===== config.mk =====
export PLATFORM = sky130hd
export DESIGN_NAME = wdg_top
export DESIGN_NICKNAME = d
export VERILOG_FILES = /design/src/rtl/wdg_pkg.sv /design/src/rtl/wdg_top.sv /design/src/rtl/wdg_sync.sv /design/src/rtl/wdg_pulse.sv
export SDC_FILE = /design/constraint.sdc
export NUM_CORES = 1
export LEC_CHECK = 0
export ABC_AREA = 0
export BUFFER_PORTS_ARGS = -buffer_cell sky130_fd_sc_hd__buf_2
export CAP_MARGIN = 10
export CORE_MARGIN = 2
export CORE_UTILIZATION = 49
export DETAILED_ROUTE_END_ITERATION = 10
export PLACE_DENSITY = 0.79
export SYNTH_ARGS = -nofsm -noshare
export SYNTH_HDL_FRONTEND = slang
export SYNTH_SLANG_ARGS = --single-unit

===== constraint.sdc =====
create_clock -name hclk -period 2.5 [get_ports hclk]
set_input_delay 0.25 -clock hclk [delete_from_list [all_inputs] [get_ports hclk]]
set_output_delay 0.25 -clock hclk [all_outputs]
set_load 0.02 [all_outputs]

===== src/rtl/wdg_pkg.sv =====
// Constants and types shared by the watchdog design files
// How it works
// [RULE_01] A strap selects hardware or software watchdog activation.
// [RULE_02] Hardware option: active from reset, activate bit held one, writes ignored.
// [RULE_03] Hardware option: activate bit reads back as either value; do not rely on it.
// [RULE_04] Software option: inactive after reset, activated by writing activate bit one.
// [RULE_05] Once activated by software, clearing the activate bit is ignored until reset.
// [RULE_06] Seven-bit counter decrements once every 3072 core clocks.
// [RULE_07] Timeout programmable in 64 steps of one decrement interval.
// [RULE_08] Active watchdog with soft-reset bit zero starts a reset pulse.
// [RULE_09] Software reloads the register with FEh down to 02h periodically.
// [RULE_10] At 8 MHz, FEh gives 24.576 ms and 02h gives 0.384 ms.
// [RULE_11] Writing soft-reset bit zero while active causes an immediate reset.
// [RULE_12] Software sets activate, keeps soft-reset one, loads countdown bits.
// [RULE_13] Inactive with software option, counter runs as a plain 7-bit timer.
// [RULE_14] System holds stop pin high by default, low while protection needed.
// [RULE_15] Timer users test activate bit and force reset if it is set.
// [RULE_16] Countdown bits reversed: bit 7 is counter LSB, bit 2 its MSB.
// [RULE_17] Register at 0D8h, resets to FEh.
// [RULE_18] Active, stop control off: stop request behaves as wait.
// [RULE_19] Active, stop control on: pin high freezes and stops; pin low acts as wait.
// [RULE_20] Reset pulse is a fixed cycle count near 500 ns.
// [RULE_21] Decrement divider free-runs from reset; writes never restart it.
package wdg_pkg;
  localparam int          WDG_CLK_MHZ       = 125;
  localparam int          WDG_DIV_CYCLES    = 3072;
  localparam int          WDG_PULSE_NS      = 500;
  localparam int          WDG_PULSE_CYCLES  = (WDG_PULSE_NS * WDG_CLK_MHZ) / 1000;
  localparam int          WDG_DIV_W         = 12;
  localparam int          WDG_PULSE_W       = 7;
  localparam logic [31:0] WDG_IDX_TIMEOUT   = 32'h0000_00D8;
  localparam logic [31:0] WDG_ADDR_TIMEOUT  = WDG_IDX_TIMEOUT << 2;  // One word per register index
  localparam logic [7:0]  WDG_RESET_VALUE   = 8'hFE;
  localparam int          WDG_BIT_ACT       = 0;
  localparam int          WDG_BIT_SR        = 1;
  localparam logic [1:0]  WDG_HTRANS_NONSEQ = 2'h2;
  localparam logic [1:0]  WDG_HTRANS_SEQ    = 2'h3;
  localparam logic [2:0]  WDG_HSIZE_WORD    = 3'h2;
  localparam logic [WDG_DIV_W-1:0]   WDG_DIV_LAST   = WDG_DIV_W'(WDG_DIV_CYCLES - 1);
  localparam logic [WDG_PULSE_W-1:0] WDG_PULSE_LAST = WDG_PULSE_W'(WDG_PULSE_CYCLES - 1);
  typedef enum logic [1:0] {
    WDG_RUN   = 2'h0,
    WDG_WAIT  = 2'h1,
    WDG_STOP  = 2'h2
  } wdg_power_e;
endpackage


===== src/rtl/wdg_top.sv =====
// Watchdog timer with AHB-Lite register access and stop control
//
// Local design decisions: the AHB-Lite interface to the registers and the placing of the registers.
`timescale 1ns/10ps
`default_nettype none
module wdg_top
(
  input  wire logic        hclk,
  input  wire logic        hresetn,
  input  wire logic        hsel,
  input  wire logic [31:0] haddr,
  input  wire logic [1:0]  htrans,
  input  wire logic        hwrite,
  input  wire logic [2:0]  hsize,
  input  wire logic [31:0] hwdata,
  input  wire logic        hready,
  output logic      [31:0] hrdata,
  output logic             hreadyout,
  output logic             hresp,
  input  wire logic        activation_option,
  input  wire logic        stop_control_option,
  input  wire logic        nmi_pin,
  input  wire logic        stop_request,
  output logic             stop_enter,
  output logic             wait_enter,
  output logic             wdg_reset_n,
  output logic             hw_active
);
  import wdg_pkg::*;

  // Strap is caught once after release, never under the async reset
  logic       strap_hw;
  logic       strap_taken;
  logic       act;
  logic [6:0] count;
  logic [WDG_DIV_W-1:0] div;
  logic       wr_pend;
  logic [31:0] wr_addr;
  logic       nmi_level;
  logic       frozen;
  wdg_power_e power;
  wdg_power_e next_power;

  wdg_sync u_nmi_sync (
    .hclk    (hclk),
    .hresetn (hresetn),
    .pin     (nmi_pin),
    .level   (nmi_level)
  );

  always_ff @(posedge hclk or negedge hresetn) begin
    if (!hresetn) begin
      strap_hw    <= 1'b0;
      strap_taken <= 1'b0;
    end else if (!strap_taken) begin
      strap_hw    <= activation_option;  // see [RULE_01]
      strap_taken <= 1'b1;
    end
  end

  // Bus decode
  wire addr_phase = hsel && hready && (htrans == WDG_HTRANS_NONSEQ || htrans == WDG_HTRANS_SEQ);
  wire wr_take    = addr_phase && hwrite;
  wire wr_hit     = wr_pend && (wr_addr == WDG_ADDR_TIMEOUT);
  wire rd_hit     = addr_phase && !hwrite && (haddr == WDG_ADDR_TIMEOUT);

  always_ff @(posedge hclk or negedge hresetn) begin
    if (!hresetn) begin
      wr_pend <= 1'b0;
      wr_addr <= '0;
    end else begin
      wr_pend <= wr_take;
      wr_addr <= haddr;
    end
  end

  // Written value, with countdown bits unreversed into counter order
  wire [5:0] wr_t;
  genvar gi;
  generate
    for (gi = 0; gi < 6; gi = gi + 1) begin : g_rev
      assign wr_t[gi] = hwdata[7 - gi];  // see [RULE_16]
    end
  endgenerate
  wire [6:0] wr_count  = {hwdata[WDG_BIT_SR], wr_t};
  // Constant, so the async reset branch loads a literal value
  localparam logic [6:0] WDG_CNT_RESET = {WDG_RESET_VALUE[WDG_BIT_SR], WDG_RESET_VALUE[2], WDG_RESET_VALUE[3],
                                          WDG_RESET_VALUE[4], WDG_RESET_VALUE[5], WDG_RESET_VALUE[6],
                                          WDG_RESET_VALUE[7]};

  // Activation: hardware strap forces it, software may only set it
  wire active    = act || (strap_taken && strap_hw);  // see [RULE_02]
  wire next_act  = act || (wr_hit && hwdata[WDG_BIT_ACT]);  // see [RULE_04] [RULE_05]
  wire tick      = (div == WDG_DIV_LAST);
  wire run_count = !frozen;

  always_ff @(posedge hclk or negedge hresetn) begin
    if (!hresetn) begin
      div <= '0;
    end else begin
      // Free-running; bus writes do not restart it, see [RULE_21]
      div <= tick ? '0 : div + 1'b1;
    end
  end

  always_ff @(posedge hclk or negedge hresetn) begin
    if (!hresetn) begin
      act   <= WDG_RESET_VALUE[WDG_BIT_ACT];  // see [RULE_17]
      count <= WDG_CNT_RESET;
    end else begin
      act <= next_act;
      if (wr_hit) begin
        count <= wr_count;  // see [RULE_07]
      end else if (tick && run_count) begin
        // Wraps freely when inactive so it serves as a timer; see [RULE_06] [RULE_13] [RULE_10]
        count <= count - 7'h01;
      end
    end
  end

  // Reset when active and soft-reset bit is zero, counted or written
  wire sr_zero   = !count[6];
  wire sw_reset  = wr_hit && !hwdata[WDG_BIT_SR] && (active || hwdata[WDG_BIT_ACT]);  // see [RULE_11]
  wire trig      = (active && sr_zero) || sw_reset;  // see [RULE_08]

  wdg_pulse u_pulse (
    .hclk      (hclk),
    .hresetn   (hresetn),
    .trigger   (trig),
    .rst_out_n (wdg_reset_n)
  );

  // Stop handling
  always_comb begin
    next_power = power;
    case (power)
      WDG_RUN: begin
        if (stop_request) begin
          if (!active) begin
            next_power = WDG_STOP;
          end else if (!stop_control_option) begin
            next_power = WDG_WAIT;  // see [RULE_18]
          end else if (nmi_level) begin
            next_power = WDG_STOP;  // see [RULE_19]
          end else begin
            next_power = WDG_WAIT;  // see [RULE_19]
          end
        end
      end
      WDG_WAIT: begin
        if (!stop_request) begin
          next_power = WDG_RUN;
        end
      end
      WDG_STOP: begin
        if (!stop_request) begin
          next_power = WDG_RUN;
        end
      end
      default: begin
        next_power = WDG_RUN;
      end
    endcase
  end

  always_ff @(posedge hclk or negedge hresetn) begin
    if (!hresetn) begin
      power <= WDG_RUN;
    end else begin
      power <= next_power;
    end
  end

  assign frozen     = (power == WDG_STOP);
  assign stop_enter = (power == WDG_STOP);
  assign wait_enter = (power == WDG_WAIT);
  assign hw_active  = active;

  // Read data registered in the address phase, returned in the data phase
  wire [7:0] rd_val = {count[0], count[1], count[2], count[3], count[4], count[5], count[6], active};
  // Under the hardware option bit 0 reads as one, which is one of the allowed values; see [RULE_03]

  always_ff @(posedge hclk or negedge hresetn) begin
    if (!hresetn) begin
      hrdata <= '0;
    end else if (rd_hit) begin
      hrdata <= {24'h000000, rd_val};
    end else if (addr_phase) begin
      hrdata <= '0;
    end
  end

  assign hreadyout = 1'b1;
  assign hresp     = 1'b0;

  logic unused_hsize;
  assign unused_hsize = ^hsize;
endmodule
`default_nettype wire


===== src/rtl/wdg_sync.sv =====
// Three-stage synchroniser for pin inputs with agreement filter
`timescale 1ns/10ps
`default_nettype none
module wdg_sync (
  input  wire logic hclk,
  input  wire logic hresetn,
  input  wire logic pin,
  output logic      level
);
  logic s1;
  logic s2;
  logic s3;
  always_ff @(posedge hclk or negedge hresetn) begin
    if (!hresetn) begin
      s1    <= 1'b0;
      s2    <= 1'b0;
      s3    <= 1'b0;
      level <= 1'b0;
    end else begin
      s1 <= pin;
      s2 <= s1;
      s3 <= s2;
      // Only a change seen by both later stages counts
      if (s2 == s3) begin
        level <= s3;
      end
    end
  end
endmodule
`default_nettype wire


===== src/rtl/wdg_pulse.sv =====
// Fixed-length reset pulse generator
`timescale 1ns/10ps
`default_nettype none
module wdg_pulse (
  input  wire logic hclk,
  input  wire logic hresetn,
  input  wire logic trigger,
  output logic      rst_out_n
);
  import wdg_pkg::*;
  logic [WDG_PULSE_W-1:0] count;
  logic                   busy;
  always_ff @(posedge hclk or negedge hresetn) begin
    if (!hresetn) begin
      busy  <= 1'b0;
      count <= '0;
    end else if (trigger && !busy) begin
      busy  <= 1'b1;
      // Start at one so the output stays low for exactly the pulse count
      count <= WDG_PULSE_W'(1);
    end else if (busy) begin
      // Fixed cycle count approximates the nominal width; see [RULE_20]
      if (count == WDG_PULSE_LAST) begin
        busy <= 1'b0;
      end
      count <= count + 1'b1;
    end
  end
  always_ff @(posedge hclk or negedge hresetn) begin
    if (!hresetn) begin
      rst_out_n <= 1'b1;
    end else begin
      rst_out_n <= !(busy || (trigger && !busy));
    end
  end
endmodule
`default_nettype wire


==> flow_summary_export.csv, run 1 <==
group,metric,value,unit
run_status,status,"finished, final reports clean",
pwr,p_switching,0.8190,mW
sta,maxSlewViolCount,0,
clock_network,post-cts-setup-buffers,0,
synth,syn_inst,264,
worst_setup_path,worst_path_max_delay_cell,"or3b_1",
worst_setup_path,path_max_fanout,8,
placed_design,place_hpwl,4.532,mm
grt,grt_pass1_wl,10.54,mm
synth,synth-async-reset-ratio,1.000,
worst_setup_path,cp-start-kind,"flip-flop",
synth,synth_xor_area_frac,0.03526,
synth,yosys_warnings,0,
pwr,irDropWorstVdd,0.4655,mV
synth,synth.avg_cell_area,12.23,sq um
grt,top_usage_layer,"met2",
sta,fin_ws,401.6,ps
synth,yosysMostFrequentCell,"dfrtp_1",
detailed_routing,drtPass1Iterations,4,
grt,grt_max_degree,32,
worst_setup_path,worstPathArrival,2380,ps
clock_network,hold_buffers,11,
synth,synth-simple-area-share,0.1492,
grt,grt_use_met2,0.2891,
pwr,pwr-share-seq,0.505,
detailed_routing,wirelength,6.753,mm
worst_setup_path,critPathCaptureType,"flip-flop",
floorplanning,io-pin-count,116,
cells_and_area,final_area,4088,sq um
floorplanning,fp-row-count,29,
synth,synth_cell_types,41,
run,cap_violations,0,
grt,grt_util_met3,0.05642,
detailed_routing,drc,0,
detailed_routing,vias_per_cell,5.051,
placed_design,dp_slack,397.6,ps
clock_network,cts-htree-levels,3,
clock_network,clk_latency,350,ps
grt,overflow,0,
worst_setup_path,crit_path_cell_trace,"inv_1 -> ha_1 -> or3b_1 -> nor4_4 -> nand4b_1 -> xnor2_1 -> mux2_2",
floorplanning,die-area,7256,sq um
clock_network,cts.path.max_buffers,2,
pwr,power_frac_comb,0.156,
synth,yosysSeqAreaShare,0.6075,
cells_and_area,drive_gt1_frac,0.2781,
sta,fin_hold_ws,34.27,ps
sta,tightest_slew,703.8,ps
synth,synth_adder_area_share,0.03022,
synth,synth_top_area_share,0.5424,
clock_network,cts_root_buffer,"clkbuf_8",
floorplanning,die_h,85.18,um
pwr,pwr-share-clk,0.340,
grt,use_met1,0.2539,
clock_network,post_cts_resized,0,
synth,ys_ff_latch,78,
sta,finalClockSkew,8.631,ps
synth,synth_ff_type,"dfrtp_1",
grt,grt_usage,0.1898,
grt,grt_pass1_vias,2277,
sta,fmax,476.6,MHz
clock_network,clk_pin_slew,90,ps
pwr,power.total,2.856,mW
pwr,p_leak,1.961,nW
pwr,power_density,698.6,nW/um^2
placed_design,placed_area,3573,sq um
worst_setup_path,cpPeakStageDelay,400,ps
clock_network,cts_buffers,9,
pwr,p_int,2.037,mW
synth,synth_area,3229,sq um
detailed_routing,drt-wirelength-per-cell,14.97,um
cells_and_area,syn2layout_area_growth,26.58,%
sta,max_slew_margin,0.5308,
worst_setup_path,crit_type,"flip-flop to flip-flop",
cells_and_area,n_antenna_cell,0,
placed_design,gp_congestion,0.7802,
synth,synth_compound_area_frac,0.06897,
sta,timing.final.hold_violations,0,
sta,fin_crit,2098,ps
floorplanning,design.core.area,6350,sq um
clock_network,cts_tree,"yes",
floorplanning,initial_core_util,0.5086,
pwr,sw_frac_of_total,0.2868,
synth,synth_mux_area_frac,0.03061,
synth,synth_edf_count,0,
worst_setup_path,crit_required,2780,ps
grt,antenna_found_initial,0,
synth,yosysTopAreaCell,"dfrtp_1",
synth,synth_top_family_by_area,"simple AND/OR/NAND/NOR gates",
min_path,hold_path.class,"input pin to flip-flop",
placed_design,io_buffer_count,61,
sta,setup_viol,0,
synth,synth_area_leaders,"dfrtp_1 (54%), dfstp_2 (6.5%), buf_4 (6.0%), ha_1 (2.7%), nor4_1 (2.5%)",
cells_and_area,nets,454,
clock_network,clkSinkCount,78,
detailed_routing,num_vias,2278,
sta,tns,0,ps
sta,rsz0062_at_grt,"no",
floorplanning,fp.dieW,85.18,um
synth,synth_commonest_cells,"dfrtp_1 (70), buf_4 (26), nor2_1 (15)",
detailed_routing,antenna_left,0,
sta,period_share,0.8394,
detailed_routing,drtIter0Drc,166,
## sequential cells by signal, indices dropped and copies added (netlist names)
| signal | flops |
|---|---|
| power | 2 |
| div | 12 |
| hrdata | 8 |
| u_pulse.count | 7 |
| u_nmi_sync.s1 | 1 |
| wr_pend | 1 |
| u_nmi_sync.s2 | 1 |
| count | 7 |
| u_nmi_sync.level | 1 |
| wr_addr | 32 |
| strap_taken | 1 |
| u_pulse.rst_out_n | 1 |
| strap_hw | 1 |
| u_nmi_sync.s3 | 1 |
| u_pulse.busy | 1 |
| act | 1 |
## per-layer routing
| metal | wire length [um] | part of all wire | up-vias |
|---|---|---|---|
| met2 | 3493 | 0.52 | 64 |
| met1 | 2902 | 0.43 | 1127 |
| li1 | - | - | 1081 |
| met5 | 0 | 0 | - |
| met4 | 53 | 0.0078 | 0 |
| met3 | 303 | 0.045 | 6 |
## power groups by stage
stage	Clock (mW)	Sequential, mW	Combinational, mW
after detailed placement	0	1.46	0.404
final	0.970	1.44	0.444
after CTS	0.991	1.44	0.420
after floorplan	0	1.45	0.294
after global placement	0	1.46	0.377
after global routing	1.06	1.46	0.504
## critical path: cells and delay by family, from the launching register on
kind	cells	cell delay, ps
simple gates	3	930
flops	1	380
buf+inv	1	90
mux	1	260
fa+ha+maj	1	220
xor+xnor	1	150
## layout make-up
cell class	count	area, sq um
Fill cell	477	2262
Sequential cell	78	1962
Multi-Input combinational cell	172	1122
Timing Repair Buffer	96	658.1
Clock buffer	9	123.9
Tap cell	77	96.34
Clock inverter	7	80.08
Inverter	12	45.04
## cells by family after synthesis
kind of cell | after synthesis
other cells | 2
flops | 78
compound gates | 32
mux | 9
buf+inv | 39
fa+ha+maj | 8
simple gates | 83
xor+xnor | 13
## stage by stage
stage / cells / util
global placement: 404 / 0.5628
floorplan: 289 / -
finish: 451 / 0.6437
global route: 451 / 0.6437
CTS: 431 / 0.6122
detailed placement: 404 / 0.5628
## cells in the final DEF, fill, tap and decap left out, types with 2 or more instances in the layout
cell type | netlist | final
nor2_1 | 15 | 15
nand4b_1 | 3 | 3
or3_1 | 2 | 2
o22ai_1 | 2 | 2
a22o_1 | 8 | 8
conb_1 | 2 | 27
inv_1 | 12 | 12
buf_2 | 1 | 61
xor2_1 | 4 | 4
dfrtp_1 | 70 | 70
nand4_1 | 5 | 5
buf_4 | 26 | 3
xnor2_1 | 9 | 9
nor4_4 | 2 | 2
nor3_1 | 5 | 5
clkbuf_8 | 0 | 9
nand2_1 | 13 | 13
mux2i_1 | 2 | 2
a31oi_1 | 2 | 2
ha_1 | 7 | 7
o21ai_0 | 8 | 8
nand2b_1 | 3 | 3
nor4_1 | 13 | 12
and3_1 | 2 | 2
dfstp_2 | 8 | 8
inv_6 | 0 | 3
mux2_2 | 7 | 7
or2_2 | 3 | 3
a21oi_1 | 4 | 4
a21o_1 | 3 | 3
dlygate4sd3_1 | 0 | 31
nand3_1 | 11 | 11
## worst paths after layout
path / from / endpoint / slack, ps / cells past startpoint
worst max register to register: power[0] / count[6] / 400 / 7
max in group asynchronous: hresetn / u_pulse.rst_out_n / 1210 / 3
worst max-delay path: power[0] / count[6] / 400 / 7
min in group asynchronous: hresetn / power[0] / 490 / 2
worst min register to register: u_nmi_sync.s1 / u_nmi_sync.s2 / 360 / 0
worst min-delay path: haddr[17] / wr_addr[17] / 30 / 1
Power figures use the tool's default switching activity.
==> inputs of run 2 (changes only) <==
CORE_UTILIZATION = 44   (was 49)
PLACE_DENSITY = 0.75   (was 0.79)
clock period = 1.7 ns   (was 2.5 ns; I/O delays follow)
==> run 2 against run 1 <==
Effect of this change:
- the flow now finishes with violations (negative setup slack)
- cell count is 11% higher
- sequential share of layout area down 3.3 points
- via count is 7.5% higher
- global-route usage fell by 0.16 points
- critical path depth decreased by 2
- die area rose by 11%
- fmax rose by 10%
- combinational power up 70%
- flip-flop and latch count did not move
- largest cell class unchanged
==> flow_summary_export.csv, run 2 (synthesis results as in run 1) <==
group,metric,value,unit
run_status,status,"finished, violations left",
run_status,violations,"negative setup slack",
placed_design,dp_slack,-295.5,ps
sta,maxSlewViolCount,0,
run,cap_violations,0,
pwr,p_leak,2.106,nW
sta,fin_crit,1907,ps
detailed_routing,vias_per_cell,4.888,
sta,tns,-2455,ps
clock_network,cts-htree-levels,3,
floorplanning,design.core.area,7176,sq um
sta,fin_hold_ws,48.09,ps
worst_setup_path,path_max_fanout,5,
detailed_routing,wirelength,7.060,mm
min_path,min-delay-start,"hwrite",
detailed_routing,drtPass1Iterations,4,
clock_network,cts_tree,"yes",
worst_setup_path,crit_type,"flip-flop to flip-flop",
worst_setup_path,crit_required,1970,ps
grt,antenna_found_initial,0,
worst_setup_path,worst_path_max_delay_cell,"nor4_4",
cells_and_area,nets,482,
floorplanning,die_h,89.67,um
clock_network,clk_latency,350,ps
detailed_routing,drtIter0Drc,120,
pwr,power_density,946.2,nW/um^2
cells_and_area,largest_reg_flops,32,
worst_setup_path,r2r-start,"wr_addr[11]",
detailed_routing,antenna_left,0,
worst_setup_path,cp-start-kind,"flip-flop",
placed_design,io_buffer_count,61,
sta,timing.final.hold_violations,0,
cells_and_area,mostFrequentLayoutCell,"dfrtp_1",
floorplanning,fp.dieW,89.67,um
grt,grt_pass1_wl,11.35,mm
floorplanning,die-area,8041,sq um
worst_setup_path,crit_start,"wr_addr[11]",
grt,overflow,0,
sta,finalClockSkew,8.438,ps
cells_and_area,reg_top3,"wr_addr x32, div x12, hrdata x8",
grt,grt_usage,0.1883,
sta,fin_ws,-206.8,ps
clock_network,cts_root_buffer,"clkbuf_8",
floorplanning,io-pin-count,116,
cells_and_area,syn2layout_area_growth,35.92,%
cells_and_area,largest-register,"wr_addr",
cells_and_area,drive_gt1_frac,0.3483,
worst_setup_path,worstPathArrival,2180,ps
worst_setup_path,cpPeakStageDelay,400,ps
sta,fmax,524.4,MHz
detailed_routing,drc,0,
clock_network,cts.path.max_buffers,2,
min_path,hold_path.class,"input pin to flip-flop",
grt,grt_pass1_vias,2520,
sta,period_share,1.122,
floorplanning,fp-row-count,31,
floorplanning,initial_core_util,0.4500,
grt,grt_max_degree,35,
detailed_routing,num_vias,2449,
placed_design,gp_congestion,0.8612,
clock_network,clk_pin_slew,80,ps
clock_network,clkSinkCount,78,
worst_setup_path,critPathCaptureType,"flip-flop",
cells_and_area,n_antenna_cell,0,
detailed_routing,drt-wirelength-per-cell,14.09,um
worst_setup_path,crit_path_cell_trace,"nor4_2 -> nand3_1 -> nor4_4 -> buf_2 -> mux2_2",
cells_and_area,layout_common_cells,"dfrtp_1 (70), buf_2 (61), dlygate4sd3_1 (34), conb_1 (27), buf_4 (27)",
sta,rsz0062_at_grt,"yes",
pwr,irDropWorstVdd,0.5649,mV
sta,setup_viol,17,
clock_network,cts_buffers,9,
placed_design,place_hpwl,4.626,mm
[run 2: report_power, final]
| part | leakage (nW) | internal [mW] | switching, mW | total, mW |
|---|---|---|---|---|
| Sequential | 0.938 | 2.01 | 0.119 | 2.13 |
| Combinational | 1.08 | 0.360 | 0.397 | 0.757 |
| Clock | 0.0829 | 0.547 | 0.720 | 1.27 |
| Total | 2.11 | 2.92 | 1.24 | 4.15 |
[run 2: stage by stage]
stage / instances / cell area, sq um / power, mW / util
2_1_floorplan: 289 / 3338 / 2.582 / -
3_5_place_dp: 444 / 3754 / 2.790 / 0.5231
4_1_cts: 499 / 4338 / 4.139 / 0.6045
3_3_place_gp: 444 / 3754 / 2.756 / 0.5231
5_1_grt: 501 / 4389 / 4.380 / 0.6117
6_report: 501 / 4389 / 4.153 / 0.6117
[run 2: path summary, 6_finish.rpt]
| check | slack, ps | depth (start not counted) | to |
|---|---|---|---|
| max | -210 | 5 | count[5] |
| min | 50 | 3 | wr_pend |
| max reg2reg | -210 | 5 | count[5] |
| min reg2reg | 360 | 0 | u_nmi_sync.s2 |
| max in group asynchronous | 780 | 3 | u_pulse.rst_out_n |
| min in group asynchronous | 320 | 2 | wr_addr[1] |
[run 2: layer usage]
metal	track usage	share of wire	wire [um]	up-vias
met3	0.04845	0.044	308	14
met5	0	0	0	-
met4	0.07463	0.018	125	0
li1	-	-	-	1140
met2	0.3249	0.52	3661	74
met1	0.2250	0.42	2965	1221
[run 2: repair_timing]
action	4_1_cts	5_1_grt
gates cloned	1	0
hold buffers	34	0
endpoints found under the hold margin	60	0
endpoints found under the setup margin	16	31
pin swaps	13	9
setup buffers	4	2
resized for setup	6	6
[run 2: critical path, delay by kind of cell (launching register included)]
family / cells / cell delay [ps]
buffers and inverters: 1 / 260
AND/OR/NAND/NOR: 3 / 850
flip-flops: 1 / 380
multiplexers: 1 / 340
[run 2: cell type report]
cell class,instances,area [sq um]
Fill cell,566,2786
Multi-Input combinational cell,172,1197
Timing Repair Buffer,124,879.6
Tap cell,99,123.9
Clock buffer,9,123.9
Clock inverter,7,57.56
Inverter,12,45.04
Sequential cell,78,1962
==> inputs of run 3 (changes only) <==
CORE_MARGIN = 3   (was 2)
PLACE_DENSITY = unset   (was 0.75)
PLACE_DENSITY_LB_ADDON = 0.1   (was unset)
==> run 3 against run 2 <==
Effect of this change:
- the run still ends with negative setup slack left
- largest cell class unchanged
- sequential power hardly changed
- fmax grew 1.6%
- clock skew increased by 1.0 ps
- cell count is 0.80% lower
- via count decreased by 3.8%
- hold slack got worse by 9.7 ps
- routed wire length shrank 0.25%
- largest power group unchanged
- flip-flop and latch count is the same
- core utilization increased by 3.3 points
- design area rose by 2.1%
==> flow_summary_export.csv, run 3 (synthesis results as in run 1) <==
group,metric,value,unit
sta,tns,-1893,ps
placed_design,gp_congestion,0.7621,
pwr,pwr-share-clk,0.336,
worst_setup_path,crit_type,"flip-flop to flip-flop",
pwr,irDropWorstVdd,0.5589,mV
clock_network,cts_tree,"yes",
sta,rsz0062_at_grt,"yes",
worst_setup_path,path_max_fanout,6,
clock_network,cts.path.max_buffers,2,
cells_and_area,reg_top3,"wr_addr x32, div x12, hrdata x8",
grt,grt_pass1_wl,11.70,mm
placed_design,placed_area,3757,sq um
detailed_routing,num_vias,2357,
pwr,pwr-share-seq,0.487,
cells_and_area,n_antenna_cell,0,
pwr,p_int,3.157,mW
cells_and_area,mostFrequentLayoutCell,"dfrtp_1",
placed_design,place_hpwl,4.737,mm
sta,timing.final.hold_violations,0,
floorplanning,die_h,91.67,um
worst_setup_path,critPathCaptureType,"flip-flop",
detailed_routing,antenna_left,0,
detailed_routing,vias_per_cell,4.742,
cells_and_area,fillCellCount,532,
worst_setup_path,worstPathArrival,2150,ps
floorplanning,design.core.area,6944,sq um
cells_and_area,syn2layout_area_growth,38.71,%
worst_setup_path,ff2ff_setup_slack,-180,ps
clock_network,cts_root_buffer,"clkbuf_8",
worst_setup_path,crit_required,1980,ps
grt,overflow,0,
grt,grt_max_degree,37,
detailed_routing,drtPass1Iterations,4,
min_path,min-delay-start,"hwrite",
min_path,hold_depth,3,
sta,fin_ws,-176.0,ps
worst_setup_path,ff2ff_path_depth,6,
pwr,power_frac_comb,0.177,
pwr,p_leak,2.143,nW
min_path,hold_end,"wr_pend",
sta,fmax,533.1,MHz
sta,period_share,1.104,
run,cap_violations,0,
run_status,status,"finished, violations left",
sta,maxSlewViolCount,0,
run_status,violations,"negative setup slack",
pwr,sw_frac_of_total,0.2779,
clock_network,clkSinkCount,78,
cells_and_area,layout_common_cells,"dfrtp_1 (70), buf_2 (60), dlygate4sd3_1 (34), conb_1 (27), buf_4 (23)",
detailed_routing,drc,0,
clock_network,clk_pin_slew,80,ps
grt,grt_usage,0.1790,
pwr,p_switching,1.215,mW
floorplanning,io-pin-count,116,
cells_and_area,nets,481,
cells_and_area,final_area,4479,sq um
sta,finalClockSkew,9.477,ps
cells_and_area,largest-register,"wr_addr",
grt,antenna_found_initial,0,
min_path,hold_path.class,"input pin to flip-flop",
clock_network,clk_latency,350,ps
cells_and_area,largest_reg_flops,32,
grt,grt_pass1_vias,2509,
floorplanning,initial_core_util,0.4650,
worst_setup_path,r2r-end,"count[4]",
detailed_routing,drt-wirelength-per-cell,14.17,um
placed_design,dp_slack,-291.5,ps
sta,fin_hold_ws,38.44,ps
cells_and_area,drive_gt1_frac,0.3616,
worst_setup_path,r2r-start,"power[1]",
sta,fin_crit,1876,ps
floorplanning,fp.dieW,91.67,um
detailed_routing,wirelength,7.042,mm
floorplanning,fp-row-count,30,
clock_network,cts-htree-levels,3,
worst_setup_path,cp-start-kind,"flip-flop",
pwr,power_density,976.1,nW/um^2
placed_design,io_buffer_count,61,
sta,setup_viol,16,
clock_network,cts_buffers,9,
floorplanning,die-area,8403,sq um
detailed_routing,drtIter0Drc,124,
[run 3: changes by cell type in the layout (fill, tap and decap cells not counted), moves of 3 or more]
cell and change:
buf_4 -4, o21ai_0 -4, buf_6 +3, clkinvlp_4 -3, mux2_2 -3, o21ai_2 +4
mux2_4 +3
[run 3: final cells by class]
class / count / area [sq um] / area share
Clock buffer: 11 / 151.4 / 0.03380
Clock inverter: 5 / 65.06 / 0.01453
Inverter: 12 / 45.04 / 0.01006
Multi-Input combinational cell: 172 / 1237 / 0.2763
Sequential cell: 78 / 1962 / 0.4380
Tap cell: 96 / 120.1 / 0.02682
Timing Repair Buffer: 123 / 898.4 / 0.2006
[run 3: repair_timing]
item                                    4_1_cts  5_1_grt
pin swaps                                     9       18
endpoints found under the hold margin        57        0
endpoints found under the setup margin       16       31
resized for setup                             9       18
hold buffers                                 34        0
setup buffers                                 1        4
[run 3: how the worst max path moves through the flow]
| stage | start | to | slack [ps] | cells after the start |
|---|---|---|---|---|
| after floorplan | power[0] | count[6] | -320 | 7 |
| after global placement | power[1] | count[6] | -270 | 6 |
| after detailed placement | power[1] | count[6] | -290 | 6 |
| after CTS | power[1] | count[6] | -190 | 6 |
| after global routing | power[1] | count[4] | -300 | 6 |
| final | power[1] | count[4] | -180 | 6 |
[run 3: stage by stage]
stage               utilization  std cells  total power, mW
floorplan                     -        289            2.582
global placement         0.5411        442            2.764
detailed placement       0.5411        442            2.790
CTS                      0.6270        493            4.338
global route             0.6450        497            4.599
finish                   0.6450        497            4.372
[run 3: layer usage]
layer | share of wire | GRT usage | vias up
li1 | - | - | 1137
met1 | 0.42 | 0.2114 | 1147
met2 | 0.51 | 0.3007 | 57
met3 | 0.046 | 0.05660 | 16
met4 | 0.024 | 0.07538 | 0
met5 | 0 | 0 | -
[run 3: power groups by stage]
| stage | sequential, mW | combinational (mW) | clock, mW |
|---|---|---|---|
| 2_1_floorplan | 2.13 | 0.448 | 0 |
| 3_3_place_gp | 2.15 | 0.615 | 0 |
| 3_5_place_dp | 2.16 | 0.633 | 0 |
| 4_1_cts | 2.12 | 0.710 | 1.50 |
| 5_1_grt | 2.16 | 0.870 | 1.57 |
| 6_report | 2.13 | 0.773 | 1.47 |
[run 3: worst max-delay path: stages (launching register included)]
cell and delay (ps):
dfrtp_1 410, ha_4 170, or3b_4 370, nor4_4 270, nand3_1 160, xnor2_1 160
mux2_4 260
